[src/verilog/pesd_pkg.sv]
/*
  Constants for the performance event select decoder: register map, select
  field layout, event codes and unit masks.
  Assumes a 32-bit APB register bus and per-cycle strobes from the pipeline.
*/
`default_nettype none

package pesd_pkg;

  // ==========================================================================
  // register map (byte addresses)
  localparam logic [7:0] PESD_OFS_EVTSEL = 8'h00;
  localparam logic [7:0] PESD_OFS_COUNT  = 8'h04;
  localparam logic [7:0] PESD_OFS_STATUS = 8'h08;

  // ==========================================================================
  // select register fields
  localparam int PESD_EVT_LSB  = 0;
  localparam int PESD_MASK_LSB = 8;
  localparam int PESD_ANY_BIT  = 21;
  localparam int PESD_EN_BIT   = 22;
  localparam int PESD_THR_LSB  = 24;
  localparam logic [31:0] PESD_EVTSEL_RMASK = 32'hFF60_FFFF;
  localparam logic [31:0] PESD_EVTSEL_RST   = 32'h0000_0000;
  localparam logic [31:0] PESD_COUNT_RST    = 32'h0000_0000;

  // ==========================================================================
  // event codes
  localparam logic [7:0] PESD_EV_INSTRUCTION_TRANSLATION_BUFFER   = 8'h85;
  localparam logic [7:0] PESD_EV_DECODE = 8'h87;
  localparam logic [7:0] PESD_EV_BREXEC = 8'h88;
  localparam logic [7:0] PESD_EV_BRMISP = 8'h89;
  localparam logic [7:0] PESD_EV_FEGAP  = 8'h9C;
  localparam logic [7:0] PESD_EV_PORT   = 8'hA1;
  localparam logic [7:0] PESD_EV_ALLOC  = 8'hA2;
  localparam logic [7:0] PESD_EV_CYCACT = 8'hA3;
  localparam logic [7:0] PESD_EV_LOOP   = 8'hA8;
  localparam logic [7:0] PESD_EV_ITFL   = 8'hAE;
  localparam logic [7:0] PESD_EV_OFFC   = 8'hB0;
  localparam logic [7:0] PESD_EV_UOPCR  = 8'hB1;

  // ==========================================================================
  // unit masks
  localparam logic [7:0] PESD_UM_01 = 8'h01;
  localparam logic [7:0] PESD_UM_02 = 8'h02;
  localparam logic [7:0] PESD_UM_04 = 8'h04;
  localparam logic [7:0] PESD_UM_05 = 8'h05;
  localparam logic [7:0] PESD_UM_08 = 8'h08;
  localparam logic [7:0] PESD_UM_0C = 8'h0C;
  localparam logic [7:0] PESD_UM_10 = 8'h10;
  localparam logic [7:0] PESD_UM_20 = 8'h20;
  localparam logic [7:0] PESD_UM_40 = 8'h40;
  localparam logic [7:0] PESD_UM_60 = 8'h60;
  localparam logic [7:0] PESD_UM_FF = 8'hFF;
  localparam int PESD_BR_NOTTAKEN_BIT = 6;
  localparam int PESD_BR_TAKEN_BIT    = 7;
  localparam int PESD_BR_COND_BIT     = 0;
  localparam int PESD_BR_TYPES        = 6;

  // counter index on which the first-level miss activity masks are valid
  localparam int PESD_L1D_COUNTER_IDX = 2;

endpackage

`default_nettype wire
[src/verilog/pesd_decoder.sv]
/*
  Event select decoder with one counter behind an APB slave.
  Assumes pipeline strobes are synchronous to pclk and valid every cycle;
  an APB master driving psel/penable per the protocol.
*/
// Added by the designer: the APB register port and the address map.
`timescale 1ns/1ps
`default_nettype none

// How it works
// - event 85H mask 10H counts each cycle the page walker is walking.
// - 85H masks 20H/40H/60H count translation misses hitting second level, 4K/2M/either.
// - 87H mask 01H counts prefix stalls, mask 04H counts queue-full stall cycles.
// - 88H bit 80H qualifies taken branches, combined with type bits 01H..20H.
// - type bit 01H picks conditional branches, combined with taken and/or not-taken.
// - bit 40H picks not-taken branches, meaningful with conditional bit only.
// - bits 02H..20H pick jump, indirect jump, return, direct and indirect call, taken only.
// - branch mask FFH counts every executed near branch.
// - 89H uses the same decode but counts only mispredicted branches.
// - 9CH mask 01H adds undelivered front-end slots while back end not stalled.
// - A1H one-hot mask picks port 0..7 dispatch; all-thread bit counts per core.
// - A2H counts allocation stalls: any, reservation station, store buffer, reorder buffer.
// - A3H mask 01H counts pending second-level miss loads, threshold 2 gives cycles.
// - A3H masks 08H and 0CH count first-level miss activity, third counter only.
// - A3H mask 02H counts pending memory loads, threshold 2 gives cycles.
// - A8H mask 01H adds loop stream detector micro-ops each cycle.
// - AEH mask 01H counts instruction translation buffer flushes.
// - B0H masks 01H/02H/04H/08H count off-core data, code, ownership, all-data reads.
// - B1H mask 02H adds core-wide executed micro-ops each cycle.
// - A3H mask 05H counts loads that missed the second-level cache.
module pesd_decoder #(
  parameter int CNT_W       = 32,
  parameter int COUNTER_IDX = 2
) (
  input  wire logic        pclk,
  input  wire logic        presetn,
  input  wire logic        psel,
  input  wire logic        penable,
  input  wire logic        pwrite,
  input  wire logic [7:0]  paddr,
  input  wire logic [31:0] pwdata,
  output logic             pready,
  output logic             pslverr,
  output logic      [31:0] prdata,
  input  wire logic        page_walker_busy,
  input  wire logic        second_level_translation_buffer_hit_4k,
  input  wire logic        second_level_translation_buffer_hit_2m,
  input  wire logic        length_changing_prefix_stall,
  input  wire logic        decode_queue_full_stall_event,
  input  wire logic        br_exec_valid,
  input  wire logic [5:0]  br_exec_type,
  input  wire logic        br_exec_taken,
  input  wire logic        br_exec_mispred,
  input  wire logic [2:0]  fe_undelivered_slots,
  input  wire logic        backend_stall,
  input  wire logic [7:0]  dispatch_port_thread,
  input  wire logic [7:0]  dispatch_port_core,
  input  wire logic        alloc_stall_any,
  input  wire logic        alloc_stall_reservation_station,
  input  wire logic        alloc_stall_store_buffer,
  input  wire logic        alloc_stall_reorder_buffer,
  input  wire logic [3:0]  l2_miss_loads_pending,
  input  wire logic [3:0]  mem_loads_pending,
  input  wire logic [3:0]  l1d_miss_loads_pending,
  input  wire logic        exec_stall,
  input  wire logic        l2_miss_load,
  input  wire logic [2:0]  loop_stream_detector_uops,
  input  wire logic        instruction_translation_buffer_flush,
  input  wire logic        offcore_demand_data_rd,
  input  wire logic        offcore_demand_code_rd,
  input  wire logic        offcore_read_for_ownership,
  input  wire logic        offcore_prefetch_data_rd,
  input  wire logic [3:0]  core_uops_executed,
  output logic [CNT_W-1:0] count_value,
  output logic             count_tick
);

  // ==========================================================================
  // state
  typedef struct packed {
    logic [7:0]       evt;
    logic [7:0]       umask;
    logic             any_thread;
    logic             enable;
    logic [7:0]       thresh;
    logic [CNT_W-1:0] count;
    logic             tick;
    logic             slverr;
    logic [31:0]      rdata;
  } pesd_state_s;

  pesd_state_s st_ff;
  pesd_state_s nxt_st;

  // ==========================================================================
  // helpers
  function automatic logic [3:0] pesd_popcnt8(input logic [7:0] v);
    logic [3:0] n;
    n = 4'h0;
    for (int i = 0; i < 8; i++) begin
      n = n + {3'b000, v[i]};
    end
    return n;
  endfunction

  // taken/not-taken qualifiers against the one-hot branch type
  function automatic logic pesd_br_match(input logic [7:0] um,
                                         input logic [5:0] btype,
                                         input logic       taken);
    logic hit_type;
    logic cond_dir;
    hit_type = |(um[pesd_pkg::PESD_BR_TYPES-1:0] & btype);
    cond_dir = (taken & um[pesd_pkg::PESD_BR_TAKEN_BIT]) |
               (~taken & um[pesd_pkg::PESD_BR_NOTTAKEN_BIT]);
    if (um == pesd_pkg::PESD_UM_FF) begin
      return 1'b1;
    end
    if (btype[pesd_pkg::PESD_BR_COND_BIT]) begin
      return hit_type & cond_dir;
    end
    // non-conditional kinds qualify on taken only
    return hit_type & taken & um[pesd_pkg::PESD_BR_TAKEN_BIT];
  endfunction

  // ==========================================================================
  // raw per-cycle event count
  logic [3:0] raw_cnt;
  logic       br_hit;
  logic       l1d_ok;

  always_comb begin
    raw_cnt = 4'h0;
    br_hit  = br_exec_valid && pesd_br_match(st_ff.umask, br_exec_type, br_exec_taken);
    // the first-level miss activity exists only on one counter instance
    l1d_ok  = (COUNTER_IDX == pesd_pkg::PESD_L1D_COUNTER_IDX);
    unique case (st_ff.evt)
      pesd_pkg::PESD_EV_INSTRUCTION_TRANSLATION_BUFFER: begin
        unique case (st_ff.umask)
          pesd_pkg::PESD_UM_10: raw_cnt = {3'b000, page_walker_busy};
          pesd_pkg::PESD_UM_20: raw_cnt = {3'b000, second_level_translation_buffer_hit_4k};
          pesd_pkg::PESD_UM_40: raw_cnt = {3'b000, second_level_translation_buffer_hit_2m};
          pesd_pkg::PESD_UM_60: raw_cnt = {3'b000, second_level_translation_buffer_hit_4k | second_level_translation_buffer_hit_2m};
          default:              raw_cnt = 4'h0;
        endcase
      end
      pesd_pkg::PESD_EV_DECODE: begin
        unique case (st_ff.umask)
          pesd_pkg::PESD_UM_01: raw_cnt = {3'b000, length_changing_prefix_stall};
          pesd_pkg::PESD_UM_04: raw_cnt = {3'b000, decode_queue_full_stall_event};
          default:              raw_cnt = 4'h0;
        endcase
      end
      pesd_pkg::PESD_EV_BREXEC: raw_cnt = {3'b000, br_hit};
      pesd_pkg::PESD_EV_BRMISP: raw_cnt = {3'b000, br_hit & br_exec_mispred};
      pesd_pkg::PESD_EV_FEGAP: begin
        if (st_ff.umask == pesd_pkg::PESD_UM_01 && !backend_stall) begin
          raw_cnt = {1'b0, fe_undelivered_slots};
        end
      end
      pesd_pkg::PESD_EV_PORT: begin
        // mask is one-hot per port; several bits simply sum their ports
        raw_cnt = pesd_popcnt8(st_ff.umask &
                  (st_ff.any_thread ? dispatch_port_core : dispatch_port_thread));
      end
      pesd_pkg::PESD_EV_ALLOC: begin
        unique case (st_ff.umask)
          pesd_pkg::PESD_UM_01: raw_cnt = {3'b000, alloc_stall_any};
          pesd_pkg::PESD_UM_04: raw_cnt = {3'b000, alloc_stall_reservation_station};
          pesd_pkg::PESD_UM_08: raw_cnt = {3'b000, alloc_stall_store_buffer};
          pesd_pkg::PESD_UM_10: raw_cnt = {3'b000, alloc_stall_reorder_buffer};
          default:              raw_cnt = 4'h0;
        endcase
      end
      pesd_pkg::PESD_EV_CYCACT: begin
        unique case (st_ff.umask)
          pesd_pkg::PESD_UM_01: raw_cnt = l2_miss_loads_pending;
          pesd_pkg::PESD_UM_02: raw_cnt = mem_loads_pending;
          pesd_pkg::PESD_UM_05: raw_cnt = {3'b000, l2_miss_load};
          pesd_pkg::PESD_UM_08: raw_cnt = l1d_ok ? l1d_miss_loads_pending : 4'h0;
          pesd_pkg::PESD_UM_0C: raw_cnt = (l1d_ok && exec_stall) ?
                                          l1d_miss_loads_pending : 4'h0;
          default:              raw_cnt = 4'h0;
        endcase
      end
      pesd_pkg::PESD_EV_LOOP: begin
        if (st_ff.umask == pesd_pkg::PESD_UM_01) begin
          raw_cnt = {1'b0, loop_stream_detector_uops};
        end
      end
      pesd_pkg::PESD_EV_ITFL: begin
        if (st_ff.umask == pesd_pkg::PESD_UM_01) begin
          raw_cnt = {3'b000, instruction_translation_buffer_flush};
        end
      end
      pesd_pkg::PESD_EV_OFFC: begin
        unique case (st_ff.umask)
          pesd_pkg::PESD_UM_01: raw_cnt = {3'b000, offcore_demand_data_rd};
          pesd_pkg::PESD_UM_02: raw_cnt = {3'b000, offcore_demand_code_rd};
          pesd_pkg::PESD_UM_04: raw_cnt = {3'b000, offcore_read_for_ownership};
          pesd_pkg::PESD_UM_08: raw_cnt = {3'b000, offcore_demand_data_rd
                                                   | offcore_prefetch_data_rd};
          default:              raw_cnt = 4'h0;
        endcase
      end
      pesd_pkg::PESD_EV_UOPCR: begin
        // core-wide already, so the all-thread bit is not needed here
        if (st_ff.umask == pesd_pkg::PESD_UM_02) begin
          raw_cnt = core_uops_executed;
        end
      end
      default: raw_cnt = 4'h0;
    endcase
  end

  // ==========================================================================
  // threshold and increment
  logic [3:0] inc;

  always_comb begin
    if (st_ff.thresh != 8'h00) begin
      inc = ({4'h0, raw_cnt} >= st_ff.thresh) ? 4'h1 : 4'h0;
    end else begin
      inc = raw_cnt;
    end
  end

  // ==========================================================================
  // apb decode and next state
  logic setup;
  logic access;

  always_comb begin
    setup  = psel && !penable;
    access = psel && penable;
    nxt_st = st_ff;
    nxt_st.tick = 1'b0;
    if (st_ff.enable) begin
      nxt_st.count = st_ff.count + CNT_W'(inc);
      nxt_st.tick  = (inc != 4'h0);
    end
    // read data and error captured in setup so both come from flops
    if (setup) begin
      nxt_st.slverr = 1'b0;
      nxt_st.rdata  = 32'h0000_0000;
      unique case (paddr)
        pesd_pkg::PESD_OFS_EVTSEL: begin
          nxt_st.rdata[pesd_pkg::PESD_EVT_LSB  +: 8] = st_ff.evt;
          nxt_st.rdata[pesd_pkg::PESD_MASK_LSB +: 8] = st_ff.umask;
          nxt_st.rdata[pesd_pkg::PESD_ANY_BIT]       = st_ff.any_thread;
          nxt_st.rdata[pesd_pkg::PESD_EN_BIT]        = st_ff.enable;
          nxt_st.rdata[pesd_pkg::PESD_THR_LSB  +: 8] = st_ff.thresh;
        end
        pesd_pkg::PESD_OFS_COUNT:  nxt_st.rdata = 32'(st_ff.count);
        pesd_pkg::PESD_OFS_STATUS: nxt_st.rdata = {28'h000_0000, inc};
        default:                   nxt_st.slverr = 1'b1;
      endcase
    end
    // software write wins over the running increment
    if (access && pwrite) begin
      unique case (paddr)
        pesd_pkg::PESD_OFS_EVTSEL: begin
          nxt_st.evt        = pwdata[pesd_pkg::PESD_EVT_LSB  +: 8];
          nxt_st.umask      = pwdata[pesd_pkg::PESD_MASK_LSB +: 8];
          nxt_st.any_thread = pwdata[pesd_pkg::PESD_ANY_BIT];
          nxt_st.enable     = pwdata[pesd_pkg::PESD_EN_BIT];
          nxt_st.thresh     = pwdata[pesd_pkg::PESD_THR_LSB  +: 8];
        end
        pesd_pkg::PESD_OFS_COUNT: nxt_st.count = CNT_W'(pwdata);
        default: ;
      endcase
    end
  end

  always_ff @(posedge pclk or negedge presetn) begin
    if (!presetn) begin
      st_ff <= '0;
    end else begin
      st_ff <= nxt_st;
    end
  end

  // ==========================================================================
  // outputs
  assign pready      = 1'b1;
  assign pslverr     = access && st_ff.slverr;
  assign prdata      = st_ff.rdata;
  assign count_value = st_ff.count;
  assign count_tick  = st_ff.tick;

endmodule

`default_nettype wire

[config.mk]
export PLATFORM = sky130hd
export DESIGN_NAME = pesd_decoder
export DESIGN_NICKNAME = d
export VERILOG_FILES = /design/src/verilog/pesd_pkg.sv /design/src/verilog/pesd_decoder.sv
export SDC_FILE = /design/constraint.sdc
export NUM_CORES = 1
export LEC_CHECK = 0
export ABC_CLOCK_PERIOD_IN_PS = 8400
export BUFFER_PORTS_ARGS = -buffer_cell sky130_fd_sc_hd__buf_2
export CAP_MARGIN = 20
export CORE_AREA = 10 10 118 120
export CTS_BUF_LIST = sky130_fd_sc_hd__clkbuf_8 sky130_fd_sc_hd__clkbuf_16
export CTS_CLUSTER_DIAMETER = 30
export DETAILED_ROUTE_END_ITERATION = 10
export DIE_AREA = 0 0 128 130
export HOLD_SLACK_MARGIN = 0.15
export PLACE_DENSITY_LB_ADDON = 0.25
export SETUP_SLACK_MARGIN = 0.3
export SYNTH_ARGS = -nofsm -noshare
export SYNTH_HDL_FRONTEND = slang
export SYNTH_SLANG_ARGS = --single-unit
[constraint.sdc]
create_clock -name pclk -period 8.4 [get_ports pclk]
set_clock_uncertainty 0.15 [all_clocks]
set_input_delay 0.84 -clock pclk [delete_from_list [all_inputs] [get_ports pclk]]
set_output_delay 0.84 -clock pclk [all_outputs]
set_load 0.02 [all_outputs]
Word level (Yosys, flattened, before mapping)
Index checks and enable logic that the tools add are counted.
{ "totals": {"inputBits": 109, "regBits": 92, "out_inout_bits": 67} }
{ "classes": {"muxes": 30, "addsub": 8, "bitwise_logic": 12, "n_reduce_logical": 14, "n_eq_ne": 25, "order_cmp": 1} }
{ "ops": {"columns": ["op", "n"], "rows": [
  ["== test 8 bit (second input constant)", 13],
  ["2-to-1 mux 32 bit", 2],
  ["one-hot mux 16 bit (3 select lines)", 1],
  ["one-hot mux 4 bit (12 select lines)", 1],
  ["2-to-1 mux 33 bit", 1],
  ["adder 32 x 4 -> 32 bit", 1],
  ["== test 8 x 3 -> 1 bit (second input constant)", 3],
  ["== test 8 x 4 -> 1 bit (second input constant)", 3],
  ["one-hot mux 4 bit (5 select lines)", 1],
  ["adder 4 x 1 -> 4 bit", 4],
  ["== test 8 x 7 -> 1 bit (second input constant)", 2],
  ["one-hot mux 8 bit (2 select lines)", 1],
  ["2-to-1 mux 4 bit", 3],
  ["one-hot mux 1 bit (4 select lines)", 3],
  ["2-to-1 mux 1 bit", 11],
  ["bitwise AND 8 bit", 1],
  ["== test 8 x 1 -> 1 bit (second input constant)", 1],
  ["== test 8 x 2 -> 1 bit (second input constant)", 1],
  ["== test 8 x 5 -> 1 bit (second input constant)", 1],
  ["== test 8 x 6 -> 1 bit (second input constant)", 1],
  [">= comparator 4 x 8 -> 1 bit", 1],
  ["zero test 8 bit", 1],
  ["2-to-1 mux 8 bit", 1],
  ["nonzero test 8 bit", 1],
  ["17 further kinds", 31]
]} }

Depth between registers and ports, before layout
Gate-level depths: netlist (run 1).
{ "logic_depth": {"word_depth": 17, "depth_mapped": 29} }

Least setup slack after synthesis (run 1)
No wires, ideal clock.
{ "synth_path": {"path_kind": "input -> register", "from": "input dispatch_port_core[0]", "to": "register st_ff, in the netlist count_value[30]", "path_slack_ns": 1.948, "required_time_ns": 8.173, "n_path_buf": 0, "path_stages": 27, "t_arrival_ns": 6.224, "cell_sequence": "mux2i_1 -> nor2b_1 -> fa_1 -> inv_1 -> fa_1 -> fa_1 -> inv_1 -> ha_1 -> fa_1 -> a222oi_1 -> nand3_1 -> ha_1 -> a21o_1 -> a21oi_1 -> nor2b_1 -> o21ai_0 -> mux2i_4 -> ha_1 -> inv_1 -> fa_1 -> nor2b_1 -> o21a_1 -> o2111ai_1 -> nor3_1 -> nand3_1 -> xor2_1 -> a21oi_1"} }
{ "synth_lines": {"columns": ["element", "line_no", "source"], "rows": [
  ["from (decl)", "pesd_decoder.sv:57", "input wire logic [7:0] dispatch_port_core,"],
  ["to (signal assigned)", "pesd_decoder.sv:278", "st_ff <= nxt_st;"],
  ["to (decl)", "pesd_decoder.sv:92", "pesd_state_s st_ff;"]
]} }

==> flow_summary.ini, run 1 <==
[clock_network]
cts_buffers = 9
cts_sinks = 92
cts_root_buf = clkbuf_16
clock_latency_ns = 0.35
holdBufCountCts = 0
h-tree-depth = 3
cts_buffer_depth = 2
cts_tree = yes
path_clk_slew_ns = 0.07
cts.repair.resized = 0
cts_setup_buffers = 0

[worst_setup_path]
r2r_start = st_ff[75]
cp_max_fo = 10
path_common_cell = fa_1
r2r-end = count_value[30]
crit_path_max_incr_delay_ns = 0.66
r2r_slack_ns = 1.25
crit_buf_inv = 3
crit_path_start_kind = flip-flop
critPathCaptureType = flip-flop
cp.required_ns = 8.45
cp_top_family = adder cells
cp_data_arrival_time_ns = 7.19
cp_slowest_cell = dfrtp_1
ff2ff_path_depth = 27
critPathKind = flip-flop to flip-flop

[power_and_ir_drop]
power_switching_uw = 239
p_leak_nw = 3.41
vdd_drop_max_mv = 0.129
power_frac_seq = 0.498
cellPowerDensity_nw_per_um2 = 136
p_comb_frac = 0.100
p_int_uw = 690
power.share.clock = 0.403
total_power_uw = 929
p_sw_frac = 0.257

[timing]
tightest_slew_ns = 1.00
fin_crit_sh = 0.851
tns_ns = 0
rsz0062_at_grt = false
final_hold_viol_count = 0
period_minus_slack_ns = 7.15
drv_slew = 0
setup_viol = 0
maxSlewHeadroom = 0.324
fmax_mhz = 140

[floorplan]
dieHeight_um = 130
fp.dieW_um = 128
die_area_um2 = 16600
boundaryPins = 176
rows = 40
initial_core_util = 0.518
coreArea_um2 = 11700

[global_route]
overflow = 0
antenna_found_initial = 2
grt_pass1_wl_um = 28500
grt_max_degree = 79
first_global_vias = 5394
track_usage = 0.213

[synth]
synthTopCellsByArea = dfrtp_1 38%, buf_4 8.0%, mux2i_1 5.4%
syn_area_per_cell_um2 = 9.33
yosysSeqAreaShare = 0.379
synthSimpleGateAreaFrac = 0.181
synth-main-ff-cell = dfrtp_1
synth.area.mux_share = 0.111
yosys.area.top_type = dfrtp_1
synthAdderAreaFrac = 0.0392
synth_edf_count = 0
synth_area_um2 = 6070
ys_seq_elements = 92
async_reset_ff_frac = 1.00
synth_top_family_by_area = simple AND/OR/NAND/NOR gates
synth_fp_nets = 775
ys_types = 60
synth-compound-area-share = 0.129
ys_warn_count = 0
yosys.area_share.xor_xnor = 0.0462
yosysTopAreaCellShare = 0.379
syn-instance-count = 650

[cells_and_area]
finish.utilization = 0.583
n_fill_cell = 1055
drive_gt1_frac = 0.314
num-nets-final = 864
final_common_cell = buf_2
syn_to_final_growth_pct = 12.5
mostFrequentLayoutCells = 173 x buf_2, 92 x dfrtp_1, 57 x nand2_1, 51 x nor2_1, 40 x a21oi_1

[route]
drtAntennaViolNets = 0
vias = 5134
drc = 0
vias_per_cell = 5.76
first_iter_violations = 433
dr.pass1.iters = 5
drt-total-wl_um = 17900
drt-wirelength-per-cell_um = 20.1

[placed_design]
port_buffers = 174
hpwl_um = 13800
gp_congestion = 0.946

[run_status]
status = finished, final reports clean

[run]
maxCapViolations = 0

[hold_path]
worstHoldPathType = input port to asynchronous set/reset pin
[how the worst max path moves through the flow]
stage	from	slack, ns	cells past startpoint	to
3_3_place_gp	dispatch_port_core[1]	1.42	28	count_value[28]
5_1_grt	st_ff[75]	0.86	27	count_value[30]
4_1_cts	st_ff[75]	1.25	27	count_value[30]
2_1_floorplan	dispatch_port_core[0]	1.95	27	count_value[30]
6_report	st_ff[75]	1.25	27	count_value[30]
3_5_place_dp	dispatch_port_core[1]	1.14	28	count_value[30]
[layer usage]
layer  vias up  part of all wire  track usage
met5         -           0.00073            0
met4         2             0.019       0.0629
met3        27             0.095       0.0771
met2       233              0.45        0.330
met1      2454              0.43        0.273
li1       2418                 -            -
[worst register-to-register path: cells and delay by family, from the launching register on]
family / cells / cell delay, ns
xor+xnor: 1 / 0.19
fa+ha+maj: 8 / 3.15
buf+inv: 3 / 0.15
flops: 1 / 0.66
compound gates: 7 / 1.05
simple gates: 6 / 1.11
mux: 2 / 0.51
[cell families after synthesis]
| family | after synthesis |
|---|---|
| xor+xnor | 32 |
| compound gates | 117 |
| mux | 62 |
| other cells | 1 |
| fa+ha+maj | 16 |
| simple gates | 213 |
| buf+inv | 117 |
| flops | 92 |
[cells in the mapped netlist (all sizes together) (7+ instances only)]
cell type  number
nor4            8
nand2          57
inv            16
o31ai          25
mux2           28
nand3          20
ha             11
a21oi          40
nor2b           9
nand2b          7
a22oi           9
xor2           18
and3            7
nor2           51
mux2i          34
buf            76
o21ai          16
nor3           11
clkbuf         25
dfrtp          92
nand4          11
xnor2          14
[registers in the layout, summed over array words and instances, names as in the netlist]
register,flops
prdata,32
count_tick,1
st_ff,27
count_value,32
[power groups by stage]
| stage | combinational [mW] | clock (mW) | sequential [mW] |
|---|---|---|---|
| CTS | 0.0919 | 0.376 | 0.462 |
| floorplan | 0.0501 | 0 | 0.464 |
| finish | 0.0926 | 0.374 | 0.462 |
| detailed placement | 0.0914 | 0 | 0.470 |
| global route | 0.103 | 0.397 | 0.463 |
| global placement | 0.0897 | 0 | 0.470 |
[layout make-up]
class                           instances  area [um^2]  area share
Antenna cell                            1         2.50    0.000367
Clock buffer                            9          225      0.0330
Clock inverter                          6         40.0     0.00587
Inverter                               16         60.1     0.00880
Multi-Input combinational cell        441         3080       0.451
Sequential cell                        92         2300       0.337
Tap cell                              147          184      0.0270
Timing Repair Buffer                  179          928       0.136
[per-stage QoR]
stage               cell area (um^2)  hold slack, ns  setup slack [ns]  cells
detailed placement              6520           0.314              1.14    873
CTS                             6790           0.186              1.25    888
global placement                6520           0.306              1.42    873
finish                          6820           0.181              1.25    891
global route                    6820           0.184             0.857    890
floorplan                       6070           0.291              1.95    650
No activity file was read; power rests on OpenSTA's default activity.
==> run 2: changes to the inputs <==
ABC_CLOCK_PERIOD_IN_PS = 7260   (was 8400)
TNS_END_PERCENT = 1   (was not set)
clock period = 7.26 ns   (was 8.4 ns; I/O delays follow)
==> flow_summary.ini, run 2 (synthesized netlist as in run 1, its figures left out) <==
[run_status]
status = finished, final reports clean

[run]
maxCapViolations = 0

[cells_and_area]
mostFrequentLayoutCells = 173 x buf_2, 91 x dfrtp_1, 57 x nand2_1, 51 x nor2_1, 40 x a21oi_1
regArea_um2 = 2300
n_fill_cell = 1034
design_area_um2 = 7000
multi_input_area_um2 = 3110
drive_gt1_frac = 0.329
num-nets-final = 874
syn_to_final_growth_pct = 15.3
final_cells = 902
final_common_cell = buf_2

[placed_design]
gp_congestion = 0.947
port_buffers = 174
post-place-ws_ns = 0.198
hpwl_um = 14000
place_area_um2 = 6570
place_inst = 879

[worst_setup_path]
critPathCaptureType = flip-flop
cp_top_family = adder cells
crit_buf_inv = 3
crit_path_max_incr_delay_ns = 0.54
cp_slowest_cell = fa_1
crit_path_start_kind = flip-flop
r2r_slack_ns = 0.64
path_common_cell = fa_1
critPathKind = flip-flop to flip-flop
cp_data_arrival_time_ns = 6.71
cp_max_fo = 7
cp.required_ns = 7.36

[timing]
setup_slack_ns = 0.644
rsz0062_at_grt = true
final_hold_viol_count = 0
setup_viol = 0
period_minus_slack_ns = 6.62
fin_crit_sh = 0.911
tns_ns = 0
drv_slew = 0
tightest_slew_ns = 0.933
fmax_mhz = 151
maxSlewHeadroom = 0.369
whs_ns = 0.321

[global_route]
track_usage = 0.213
overflow = 0
antenna_found_initial = 2
first_global_vias = 5237
grt_max_degree = 75
grt_pass1_wl_um = 28200

[route]
met2_length_um = 8090
met3_length_um = 1740
drt-met1-wl_um = 7890
drt-wirelength-per-cell_um = 20.0
drc = 0
first_iter_violations = 474
drtAntennaViolNets = 0
drt-total-wl_um = 18000
dr.pass1.iters = 5
vias = 5180
vias_per_cell = 5.74
top_layer = met5

[clock_network]
h-tree-depth = 3
cts_tree = yes
clock_latency_ns = 0.34
path_clk_slew_ns = 0.07
cts_buffers = 9
cts_sinks = 92
cts_root_buf = clkbuf_16
cts_buffer_depth = 2

[floorplan]
die_area_um2 = 16600
fp.dieW_um = 128
boundaryPins = 176
rows = 40
coreArea_um2 = 11700
dieHeight_um = 130
initial_core_util = 0.518

[power_and_ir_drop]
p_sw_frac = 0.235
power.share.clock = 0.446
cellPowerDensity_nw_per_um2 = 167
p_leak_nw = 3.51
power_switching_uw = 274
p_int_uw = 891
vdd_drop_max_mv = 0.125
power_frac_seq = 0.457
p_comb_frac = 0.096

[hold_path]
worstHoldPathType = flip-flop to flip-flop
==> run 2: changes by cell type in the layout (fill, tap and decap cells not counted), moves of 2 or more <==
cell and delta:
buf_4 +9, clkinv_2 -2, clkbuf_8 +2, bufinv_16 +2
==> run 2: repair_timing <==
item | in CTS | in global routing
cloned | 0 | 0
endpoints found under the hold margin | 18 | 0
hold buffers | 1 | 0
setup endpoints to repair | 1 | 17
resized for setup | 1 | 5
setup buffers | 0 | 3
pin swaps | 0 | 2
==> run 2: worst paths after layout <==
kind | startpoint | endpoint | cells past startpoint
worst max register to register | st_ff[75] | count_value[28] | 27
worst min-delay path | prdata[8] | prdata[8] | 2
min in group asynchronous | presetn | prdata[9] | 2
max in group asynchronous | presetn | st_ff[75] | 3
worst min register to register | prdata[8] | prdata[8] | 2
worst max-delay path | st_ff[75] | count_value[28] | 27
==> run 2: per-stage QoR <==
stage	util	total power, mW
final	0.598	1.17
after global routing	0.597	1.20
after CTS	0.591	1.17
after detailed placement	0.561	0.652
after global placement	0.561	0.650
after floorplan	-	0.595
==> run 2: tightest hold or removal path, stage by stage (launching register included) <==
cell and delay, ns:
dfrtp_1 0.34, nand2_1 0.05, o31ai_1 0.05
==> run 2: routing by layer <==
layer,vias to the layer above,global-route usage
met5,-,0
met4,2,0.0589
met3,23,0.0702
met2,250,0.324
met1,2469,0.283
li1,2436,-
==> run 2: area by class of cell <==
type / instances / area share
inverters: 16 / 0.00858
repair buffers: 189 / 0.144
clock inverters: 5 / 0.0116
flip-flops and latches: 92 / 0.329
clock buffers: 11 / 0.0361
well taps: 147 / 0.0263
multi-input cells: 441 / 0.444
diodes: 1 / 0.000358
==> run 2: power by group through the flow <==
stage	combinational [mW]	sequential, mW	clock, mW
2_1_floorplan	0.0580	0.537	0
3_3_place_gp	0.108	0.542	0
3_5_place_dp	0.109	0.543	0
4_1_cts	0.110	0.533	0.526
5_1_grt	0.123	0.534	0.548
6_report	0.112	0.533	0.520
